$ cat src/core/ioicr_regs.svh
// register offsets, field positions and timing constants of the i/o interrupt control block
`ifndef IOICR_REGS_SVH
`define IOICR_REGS_SVH
`define IOICR_ADDR_CTRL      12'h000
`define IOICR_ADDR_STATUS    12'h004
`define IOICR_ADDR_MASK      12'h008
`define IOICR_ADDR_IRQ       12'h00C
`define IOICR_CTRL_ISE       0
`define IOICR_CTRL_STF_ISE   1
`define IOICR_STAT_PRESET_END 0
`define IOICR_STAT_CRS       1
`define IOICR_STAT_IAK       2
`define IOICR_EVT_W          3
`define IOICR_SC_CTRL        6'h00
`define IOICR_T0             3'h0
`define IOICR_T1             3'h1
`define IOICR_T2             3'h2
`define IOICR_T3             3'h3
`define IOICR_T5             3'h5
`define IOICR_T7             3'h7
`define IOICR_POWER_MS       100
`define IOICR_CLK_KHZ        50000
`define IOICR_POWER_CYCLES   (`IOICR_POWER_MS * `IOICR_CLK_KHZ)
`endif

$ cat src/core/ioicr_pkg.sv
// types shared by the i/o interrupt control block
package ioicr_pkg;
	typedef enum logic [1:0] {
		IOICR_PH_FETCH = 2'b00,
		IOICR_PH_OTHER = 2'b01,
		IOICR_PH_INT   = 2'b10,
		IOICR_PH_DMA   = 2'b11
	} ioicr_phase_t;
	typedef enum logic [1:0] {
		IOICR_PWR_HOLD = 2'b00,
		IOICR_PWR_WAIT = 2'b01,
		IOICR_PWR_RUN  = 2'b10
	} ioicr_pwr_t;
endpackage

$ cat src/core/ioicr_evt_if.sv
// event bundle from the core logic to the register slave, with the enable write strobes going back
`timescale 1ns/10ps
`default_nettype none
interface ioicr_evt_if;
	logic [2:0] evt;
	logic       ise;
	logic       icf;
	logic       preset;
	logic       ise_clr;
	logic       ise_set;
	modport core (output evt, output ise, output icf, output preset, input ise_clr, input ise_set);
	modport regs (input evt, input ise, input icf, input preset, output ise_clr, output ise_set);
endinterface
`default_nettype wire

$ cat src/core/ioicr_apb.sv
// apb register slave: control, sticky status, mask and interrupt output
`timescale 1ns/10ps
`default_nettype none
`include "ioicr_regs.svh"
module ioicr_apb import ioicr_pkg::*; (
	input  wire logic        clk,
	input  wire logic        rst,
	input  wire logic        psel,
	input  wire logic        penable,
	input  wire logic        pwrite,
	input  wire logic [11:0] paddr,
	input  wire logic [31:0] pwdata,
	output logic      [31:0] prdata,
	output logic             pready,
	output logic             pslverr,
	output logic             irq,
	ioicr_evt_if.regs        ev
);
	logic [2:0]  status, next_status, mask, next_mask;
	logic [31:0] next_prdata;
	logic        next_irq, next_slverr, next_pready, acc, done, wr_ctrl;

	// one wait state: the first access cycle fetches, the second completes,
	// so read data, ready and error all come straight from flip-flops
	assign acc = psel & penable & ~pready;
	assign done = psel & penable & pready;
	assign wr_ctrl = done & pwrite & (paddr == `IOICR_ADDR_CTRL);
	assign ev.ise_set = wr_ctrl & pwdata[`IOICR_CTRL_STF_ISE];
	assign ev.ise_clr = wr_ctrl & ~pwdata[`IOICR_CTRL_STF_ISE];

	// sticky status: a new event wins over the read clear
	always_comb begin
		next_status = status;
		next_mask = mask;
		next_prdata = prdata;
		next_slverr = 1'b0;
		next_pready = acc;
		if (acc) begin
			if (~pwrite) begin
				unique case (paddr)
					`IOICR_ADDR_CTRL:   next_prdata = {30'h0, ev.icf, ev.ise};
					`IOICR_ADDR_STATUS: next_prdata = {29'h0, status};
					`IOICR_ADDR_MASK:   next_prdata = {29'h0, mask};
					`IOICR_ADDR_IRQ:    next_prdata = {31'h0, ev.preset};
					default: begin
						next_prdata = 32'h0;
						next_slverr = 1'b1;
					end
				endcase
			end else if ((paddr != `IOICR_ADDR_MASK) && (paddr != `IOICR_ADDR_CTRL)) begin
				next_slverr = 1'b1;
			end
		end else if (done & pwrite & (paddr == `IOICR_ADDR_MASK)) begin
			next_mask = pwdata[2:0];
		end else if (done & ~pwrite & (paddr == `IOICR_ADDR_STATUS)) begin
			// only the bits handed out are dropped; later events survive
			next_status = status & ~prdata[2:0];
		end
		next_status = next_status | ev.evt;
		next_irq = |(next_status & next_mask);
	end

	always_ff @(posedge clk) begin
		if (rst) begin
			status <= 3'h0;
			mask <= 3'h0;
			prdata <= 32'h0;
			irq <= 1'b0;
			pready <= 1'b0;
			pslverr <= 1'b0;
		end else begin
			status <= next_status;
			mask <= next_mask;
			prdata <= next_prdata;
			irq <= next_irq;
			pready <= next_pready;
			pslverr <= next_slverr;
		end
	end
endmodule // ioicr_apb
`default_nettype wire

$ cat src/core/ioicr_pwr.sv
// power-on timer: holds the preset request for its full length after power-up
`timescale 1ns/10ps
`default_nettype none
`include "ioicr_regs.svh"
module ioicr_pwr import ioicr_pkg::*; #(
	parameter int unsigned POWER_CYCLES = `IOICR_POWER_CYCLES
) (
	input  wire logic clk,
	input  wire logic rst,
	output logic      hold
);
	ioicr_pwr_t  state, next_state;
	logic [31:0] cnt, next_cnt;

	// count down the power-on interval, then stay in run
	always_comb begin
		next_state = state;
		next_cnt = cnt;
		hold = (state != IOICR_PWR_RUN);
		unique case (state)
			IOICR_PWR_HOLD: begin
				next_cnt = POWER_CYCLES - 32'h1;
				next_state = IOICR_PWR_WAIT;
			end
			IOICR_PWR_WAIT: begin
				if (cnt == 32'h0)
					next_state = IOICR_PWR_RUN;
				else
					next_cnt = cnt - 32'h1;
			end
			IOICR_PWR_RUN: ;
			default: next_state = IOICR_PWR_HOLD;
		endcase
	end

	always_ff @(posedge clk) begin
		if (rst) begin
			state <= IOICR_PWR_HOLD;
			cnt <= 32'h0;
		end else begin
			state <= next_state;
			cnt <= next_cnt;
		end
	end
endmodule // ioicr_pwr
`default_nettype wire

$ cat src/core/ioicr_top.sv
// i/o interrupt control and reset distribution core
// Overview of operation
// - after power-up hold the preset pulse asserted for 100 ms
// - processor starts halted in fetch and is still in fetch when preset ends
// - the preset pulse begins at T5 of the fetch phase
// - with power on, preset follows the front-panel preset input while held
// - preset clears the interrupt system enable flip-flop
// - service request enable is false while system enable is clear
// - buffered preset goes to all slots; cards set flag buffers from it
// - flag enable strobe at T2; cards clear request, set flag from buffer
// - preset makes control reset strobe, clearing card control and interrupt control
// - clear control to select code 00 also makes control reset strobe
// - service request enable stays false until after T7 of first phase
// - with interrupt control clear, acknowledge strobe issues at T1 of fetch
// - set request strobe broadcast at every T5
// - set request strobe sets the second phase sync flip-flop
// - T7 sets timing flip-flop; its fall at T0 sets interrupt control
//
// The placing of the registers and register access over APB are this design's own decisions.
`timescale 1ns/10ps
`default_nettype none
`include "ioicr_regs.svh"
module ioicr_top import ioicr_pkg::*; #(
	parameter int unsigned POWER_CYCLES = `IOICR_POWER_CYCLES
) (
	input  wire logic         clk,
	input  wire logic         rst,
	input  wire logic [2:0]   time_state,
	input  wire ioicr_phase_t phase,
	input  wire logic         front_preset,
	input  wire logic         clear_control_instruction,
	input  wire logic         io_group,
	input  wire logic [5:0]   select_code,
	input  wire logic         set_flag_instruction,
	input  wire logic         clear_flag_instruction,
	input  wire logic         set_control_instruction,
	input  wire logic         psel,
	input  wire logic         penable,
	input  wire logic         pwrite,
	input  wire logic [11:0]  paddr,
	input  wire logic [31:0]  pwdata,
	output logic      [31:0]  prdata,
	output logic              pready,
	output logic              pslverr,
	output logic              irq,
	output logic              power_on_preset_pulse,
	output logic              buffered_preset_pulse,
	output logic              halt_request,
	output logic              service_request_enable,
	output logic              control_reset_strobe,
	output logic              flag_enable_strobe,
	output logic              set_request_strobe,
	output logic              interrupt_ack_strobe,
	output logic              second_phase_sync_ff
);
	ioicr_evt_if ev ();

	logic power_hold;
	logic ise, next_ise;
	logic icf, next_icf;
	logic itf, next_itf;
	logic preset_arm, next_preset_arm;
	logic next_preset, next_bpreset, next_halt, next_esr;
	logic next_crs, next_enf, next_sir, next_iak, next_sync2;
	logic prio_instr, sc_clear;
	logic preset_src, pwr_rst;

	////////////////////////////////////////////////////////////////
	// helpers and submodules

	// one time-state decode used for every strobe
	function automatic logic at_ts(input logic [2:0] ts, input logic [2:0] want);
		return ts == want;
	endfunction

	ioicr_pwr #(
		.POWER_CYCLES (POWER_CYCLES)
	) u_pwr (
		.clk  (clk),
		.rst  (pwr_rst),
		.hold (power_hold)
	);

	ioicr_apb u_apb (
		.clk     (clk),
		.rst     (rst),
		.psel    (psel),
		.penable (penable),
		.pwrite  (pwrite),
		.paddr   (paddr),
		.pwdata  (pwdata),
		.prdata  (prdata),
		.pready  (pready),
		.pslverr (pslverr),
		.irq     (irq),
		.ev      (ev)
	);

	////////////////////////////////////////////////////////////////
	// preset pulse and interrupt flip-flops

	// instruction decodes; prioritising instructions also drop interrupt control
	assign sc_clear = clear_control_instruction & io_group & (select_code == `IOICR_SC_CTRL);
	assign prio_instr = io_group & (clear_control_instruction | set_control_instruction |
		set_flag_instruction | clear_flag_instruction) & (phase != IOICR_PH_DMA);

	// the power timer waits for the pulse to start, so the pulse gets its full length
	assign pwr_rst = rst | ~preset_arm;
	assign preset_src = power_hold | front_preset;

	always_comb begin
		// power-up pulse starts at T5 of fetch; a panel press starts it at once
		next_preset = power_on_preset_pulse ? preset_src :
			((power_hold & at_ts(time_state, `IOICR_T5) & (phase == IOICR_PH_FETCH)) | front_preset);
		next_preset_arm = preset_arm | next_preset;
		next_bpreset = next_preset;
		// halted in fetch for the whole power-on interval
		next_halt = power_hold;
		next_crs = next_preset | sc_clear;

		next_ise = ise;
		if (next_preset)
			next_ise = 1'b0;
		else if (ev.ise_set)
			next_ise = 1'b1;
		else if (ev.ise_clr)
			next_ise = 1'b0;

		// timing flip-flop: set at T7, cleared at T0; its fall re-arms control
		next_itf = itf;
		if (at_ts(time_state, `IOICR_T7))
			next_itf = 1'b1;
		else if (at_ts(time_state, `IOICR_T0))
			next_itf = 1'b0;

		next_icf = icf;
		if (next_crs | prio_instr | ((phase == IOICR_PH_INT) & at_ts(time_state, `IOICR_T3)))
			next_icf = 1'b0;
		else if (itf & at_ts(time_state, `IOICR_T0) & ~power_on_preset_pulse)
			next_icf = 1'b1;

		next_esr = next_ise & next_icf;
		next_enf = at_ts(time_state, `IOICR_T2);
		next_sir = at_ts(time_state, `IOICR_T5);
		// cards ignore this while preset is high, which the cards keep themselves
		next_iak = ~icf & at_ts(time_state, `IOICR_T1) & (phase == IOICR_PH_FETCH);
		next_sync2 = second_phase_sync_ff | next_sir;
		if (next_preset | (phase == IOICR_PH_DMA))
			next_sync2 = 1'b0;
	end

	// all broadcast outputs are registered straight from flip-flops
	always_ff @(posedge clk) begin
		if (rst) begin
			ise <= 1'b0;
			icf <= 1'b0;
			itf <= 1'b0;
			preset_arm <= 1'b0;
			power_on_preset_pulse <= 1'b0;
			buffered_preset_pulse <= 1'b0;
			halt_request <= 1'b1;
			service_request_enable <= 1'b0;
			control_reset_strobe <= 1'b0;
			flag_enable_strobe <= 1'b0;
			set_request_strobe <= 1'b0;
			interrupt_ack_strobe <= 1'b0;
			second_phase_sync_ff <= 1'b0;
		end else begin
			ise <= next_ise;
			icf <= next_icf;
			itf <= next_itf;
			preset_arm <= next_preset_arm;
			power_on_preset_pulse <= next_preset;
			buffered_preset_pulse <= next_bpreset;
			halt_request <= next_halt;
			service_request_enable <= next_esr;
			control_reset_strobe <= next_crs;
			flag_enable_strobe <= next_enf;
			set_request_strobe <= next_sir;
			interrupt_ack_strobe <= next_iak;
			second_phase_sync_ff <= next_sync2;
		end
	end

	////////////////////////////////////////////////////////////////
	// events to the register block

	assign ev.ise = ise;
	assign ev.icf = icf;
	assign ev.preset = power_on_preset_pulse;
	assign ev.evt[`IOICR_STAT_PRESET_END] = power_on_preset_pulse & ~next_preset;
	assign ev.evt[`IOICR_STAT_CRS] = next_crs & ~control_reset_strobe;
	assign ev.evt[`IOICR_STAT_IAK] = next_iak;
endmodule // ioicr_top
`default_nettype wire

$ cat config.mk
export PLATFORM = sky130hd
export DESIGN_NAME = ioicr_top
export DESIGN_NICKNAME = d
export VERILOG_FILES = /design/src/core/ioicr_pkg.sv /design/src/core/ioicr_evt_if.sv /design/src/core/ioicr_apb.sv /design/src/core/ioicr_pwr.sv /design/src/core/ioicr_top.sv
export VERILOG_INCLUDE_DIRS = /design/src /design/src/core
export SDC_FILE = /design/constraint.sdc
export NUM_CORES = 1
export LEC_CHECK = 0
export ABC_AREA = 1
export BUFFER_PORTS_ARGS = -buffer_cell sky130_fd_sc_hd__buf_2
export CAP_MARGIN = 40
export CORE_MARGIN = 1.5
export CORE_UTILIZATION = 56
export CTS_CLUSTER_SIZE = 8
export DETAILED_ROUTE_END_ITERATION = 7
export GPL_TIMING_DRIVEN = 0
export HOLD_SLACK_MARGIN = 0.02
export PLACE_DENSITY = 0.89
export SLEW_MARGIN = 20
export SYNTH_ARGS = -nofsm -noshare
export SYNTH_HDL_FRONTEND = slang
export SYNTH_SLANG_ARGS = --single-unit
$ cat constraint.sdc
create_clock -name clk -period 3.15 [get_ports clk]
set_input_delay 0.1575 -clock clk [delete_from_list [all_inputs] [get_ports clk]]
set_output_delay 0.1575 -clock clk [all_outputs]
set_load 0.005 [all_outputs]
# After elaboration in Yosys (flattened, before gate mapping)
# Cells that the tools add are included.
# word_totals
reg_bits,87
inputBits,66
word_cells,126
# classes
add_sub_neg,1
eq_ne,17
n_mux,21
n_bitwise,50
reduce_logical,17
# ops
operator,count
one-hot mux 32 bit (2 select lines),1
logical NOT 32 bit,1
two-way mux 32 bit,1
subtractor 32 x 1 -> 32 bit (second input constant),1
bitwise AND 1 bit,24
equality test 12 x 4 -> 1 bit (second input constant),2
two-way mux 3 bit,5
equality test 12 x 3 -> 1 bit (second input constant),1
logical NOT 12 bit,1
inequality test 12 x 4 -> 1 bit (second input constant),1
bitwise OR 1 bit,12
one-hot mux 3 bit (4 select lines),1
nonzero test 12 bit,1
two-way mux 1 bit,11
NOT 1 bit,10
bitwise AND 3 bit,2
equality test 2 bit (second input constant),3
equality test 3 x 2 -> 1 bit (second input constant),2
equality test 3 bit (second input constant),2
logical NOT 6 bit,1
inequality test 2 bit (second input constant),3
one-hot mux 2 bit (3 select lines),1
AND reduction 2 bit,3
logical NOT 2 bit,2
12 further kinds,14

# Longest topological paths before layout
# depth
word_depth,10
ltp_mapped,12

# By module
# From an unflattened synthesis, not the netlist that was laid out.
# unflattened
hier_cells,553
hier_area_um2,3597.2
# modules_own_cells
mod,n_inst,cells_each,area_per_inst_um2
ioicr_pwr,1,333,2090.8
ioicr_apb,1,143,950.9
ioicr_top,1,77,555.5

# Least setup slack after synthesis
# No wires, ideal clock.
# synth_path
path_kind,register to register
start,register u_pwr.cnt[0]
end,register u_pwr.cnt[30]
setup_time_ps,113
arrival_time_ps,1383
t_required_ps,3037
slack_ps,1654
path_stages_with_launch,10
path_buffers,0
synth_period_minus_slack_ps,1496
cell_sequence,dfxtp_1 inv_1 ha_1 nand2_2 nor2_4 nand3_1 nor2b_1 nand3_2 nor2_1 nor2_1
# synth_via
elab_chain_cells,3
word_cells_on_any_way,6
# synth_rtl
element,line_no,source
start: declaration,ioicr_pwr.sv:13,"logic [31:0] cnt, next_cnt;"
start signal: assignment,ioicr_pwr.sv:42,cnt <= next_cnt;
subtractor 32 x 1 -> 32 bit / logical NOT 32 bit (equally long branches),"ioicr_pwr.sv:29, ioicr_pwr.sv:26",
two-way mux 32 bit / inequality test 2 bit (equally long branches),n/a,
one-hot mux 32 bit (2 select lines) / AND reduction 2 bit (equally long branches),n/a,
# Several ways; a longest one is shown, not always the timed one. The select of a mux whose other input is x is not followed.
# A chain may end at the register's enable or synchronous reset.

# Final worst setup path
# layout_path
start,register u_pwr.cnt[0]
end,register u_pwr.cnt[14]
# The elaborated chain is that of the path after synthesis.

==> out/summary.md <==
The total vias in the final route is 3840, and the die outline width is 83.7 µm. The run gives 0.0102 ns as the worst clock skew. The die covers 7000 µm².

For the number of sinks driven by the clock tree, the log shows 58. The nature of the critical path endpoint is a register. The later pin in the worst-skew pair is clocked with a latency of 0.36 ns. The period utilization was 0.614; the final routed DRC violation total was 0. Required arrival time at the worst endpoint: 3.39 ns. The vertical extent of the die is 83.7 µm. For the initial standard-cell utilization of the core, the log shows 0.577.

The logs give 0 for the total congestion overflow and 0 for the initial antenna violation count. The synthesized netlist occupies a cell area of 3650 µm². The average cell area after synthesis was 6.43 µm². The slew at the pin closest to its max-slew limit was 0.777 ns; the max capacitance violation total was 0.

Summed over all nets, the half-perimeter wirelength after detailed placement is 7.28 mm. The synthesized-area fraction occupied by and/or/nand/nor cells was 0.403; the overall global routing resource usage was 0.276. For the wire length of the first global-routing pass, the log shows 15.6 mm. The top-level I/O count is 110, and the final weighted congestion in routability-driven placement is 0.958.

The flow ran to the end, and the final reports show no timing, DRC or antenna violations. For the total leakage power, the log shows 2.12 nW. The power share of the sequential group is 0.406, and the number of cells produced by synthesis is 567.

For this design the ratio of total power to cell area is 454 nW/µm². The mean number of vias per cell is 5.19, and the clock-pin slew reported for the worst setup and hold paths after clock tree synthesis is 0.08 ns. From synthesis to final layout, the design area changed by 18.5%. The cell-internal power is 0.00130 W. The post-CTS setup repair buffer count was 0; the number of non-filler instances in the completed layout was 740. Summed over all instances, the cell type with the most area after synthesis is sky130_fd_sc_hd__dfxtp_1. The CTS buffer count was 9. The number of I/O port buffers was 50; the share of the synthesized area in compound gates (AO/OA/AOI/OAI) was 0.0944. The net count reported at finish was 726. The path class of the lowest-slack min-delay path is in -> reg. The worst slack at placement is 1.28 ns, and the number of synthesis warnings is 0. The switching portion of total power was 0.339; the final sum of negative setup slack was 0 ns.

Entering global routing, the biggest net connects 13 pins. Number of endpoints with negative hold slack in the final report: 0. The total length of routed wires is 9.36 mm. The category of the most critical setup path is reg -> reg.

The share of post-route cells with drive strength above 1 was 0.208; the headroom to the max-slew limit was 0.480. The total count of max-transition violations in the final report was 0. The post-placement cell area is 4100 µm², and the buffer depth of the longest clock path is 2.

TritonCTS built the clock tree. The tools report the master cell of the clock root buffer as sky130_fd_sc_hd__clkbuf_8. The antenna cell count is 0, and the post-layout worst setup margin is 1.21 ns.

The clock share of power was 0.363; the XOR/XNOR share of the synthesized area was 0.0240. Summed over all nets, the switching power comes to 0.000665 W. For this run, the detailed router's first-pass iteration total came to 5. Number of fill cells: 568. The area share of the largest cell type after synthesis is 0.318. The clock period could shrink to 1.94 ns.

Data on the critical path arrives at its endpoint at 2.17 ns. Setup-violating endpoint count in the final report: 0. In this run the number of H-tree levels came out at 3. The tools report the combinational cell fraction of total power as 0.231. The worst setup path is launched from a register. Setup repair after global routing left no endpoint under its margin. The sequential element share of the synthesized area was 0.318.

In the post-synthesis netlist, the biggest area contributors are sky130_fd_sc_hd__dfxtp_1, sky130_fd_sc_hd__nand2_1, sky130_fd_sc_hd__nor2_1. In this run, placement finished with an instance count of 722. The minimum hold slack was 0.0270 ns; the initial DRC count was 249. The area inside the core boundary was 6310 µm². The post-synthesis cell type count came out at 35. By area, the combinational part of the netlist is dominated by simple AND/OR/NAND/NOR gates. Synthesis inferred 58 register bits. Derived from the worst setup path, the maximum achievable clock frequency is 0.517 GHz. The number of nets still failing antenna checks after routing was 0. The floorplan has 29 rows. After routing the design area is 4320 µm². The number of global-route vias before repair was 3534. The adder-cell share of the synthesized area was 0.00686. The maximum fanout along the worst path was 5; the highest ir drop seen on vdd was 286 µV. Dividing the detail-routed wire length by the instance count gives 12.6 µm. The mux contribution to synthesized area works out to 0.
critical path, stage by stage (launching register included):
cell                      delay, ns
sky130_fd_sc_hd__dfxtp_1       0.34
sky130_fd_sc_hd__inv_1         0.14
sky130_fd_sc_hd__ha_1          0.31
sky130_fd_sc_hd__inv_1         0.12
sky130_fd_sc_hd__nor2_1        0.38
sky130_fd_sc_hd__nand2_1       0.13
sky130_fd_sc_hd__xnor2_1       0.14
sky130_fd_sc_hd__o21ai_0       0.17
sky130_fd_sc_hd__a21oi_1       0.09
placed cells by master (no fill, tap or decap), drive strengths merged, types with 5 or more instances in the layout:
cell type | netlist | routed
nor3 | 7 | 7
nor2 | 107 | 107
buf | 39 | 89
inv | 66 | 68
o21ai | 18 | 18
nand3 | 32 | 32
nand4 | 26 | 26
clkbuf | 3 | 12
dfxtp | 58 | 58
xor2 | 7 | 7
conb | 1 | 29
a21oi | 36 | 36
nor4 | 5 | 5
nand2 | 145 | 145
synth_stat cells, drive strengths merged:
| cell | instances |
|---|---|
| nand4 | 26 |
| buf | 39 |
| nand2 | 145 |
| nor3 | 7 |
| nor4 | 5 |
| a211oi | 1 |
| xnor2 | 3 |
| conb | 1 |
| inv | 66 |
| o21bai | 1 |
| nor2b | 1 |
| a21boi | 1 |
| xor2 | 7 |
| clkbuf | 3 |
| or2 | 3 |
| a21oi | 36 |
| ha | 2 |
| o31ai | 1 |
| nand3 | 32 |
| nand3b | 1 |
| o21ai | 18 |
| a221oi | 1 |
| o211ai | 2 |
| nor2 | 107 |
| dfxtp | 58 |
state kept, by name, summed over array words and instances (netlist names), 2 cells and up:
name	flops
u_apb.prdata	3
u_apb.mask	3
u_pwr.state	2
u_apb.status	3
u_pwr.cnt	32
power groups by stage:
stage                     Sequential, W  Combinational (W)  Clock (W)
after global routing           0.000800           0.000503   0.000750
after floorplan                0.000805           0.000335          0
after global placement         0.000811           0.000433          0
final                          0.000797           0.000452   0.000713
after CTS                      0.000795           0.000447   0.000720
after detailed placement       0.000812           0.000443          0
per-stage QoR:
stage                     total power [W]   util
final                             0.00196  0.684
after global routing              0.00205  0.684
after CTS                         0.00196  0.684
after floorplan                   0.00114      -
after global placement            0.00124  0.649
after detailed placement          0.00126  0.649
timing repair:
action | 4_1_cts | 5_1_grt
resized for setup | 0 | 0
hold endpoints to repair | 1 | 0
hold buffers | 2 | 0
cell type report:
type                    instances  area, µm²  share of cell area
plain buffers                  42        307              0.0710
clock buffers                   9        124              0.0287
clock inverters                 7       77.6              0.0180
inverters                      66        248              0.0574
multi-input cells             429       2040               0.471
flip-flops and latches         58       1160               0.269
well taps                      77       96.3              0.0223
repair buffers                 52        270              0.0626
logic make-up after synthesis:
logic type,count (synthesis)
simple gates,327
flops,58
xor+xnor,10
fa+ha+maj,2
compound gates,61
other cells,1
buf+inv,108
per-layer routing:
layer  vias to the layer above  GRT usage  wire (µm)
met5                         -          0          0
met4                         0      0.167        434
met3                        37     0.0376        511
met2                       160      0.472       4510
met1                      1716      0.328       3900
li1                       1927          -          -
path summary, 6_finish.rpt:
kind | start | to | slack, ns | cells past startpoint
min reg2reg | second_phase_sync_ff | second_phase_sync_ff | 0.46 | 2
max reg2reg | u_pwr.cnt[0] | u_pwr.cnt[14] | 1.21 | 8
min | phase[0] | second_phase_sync_ff | 0.03 | 2
max | u_pwr.cnt[0] | u_pwr.cnt[14] | 1.21 | 8
No activity file was read; power rests on OpenSTA's default activity.
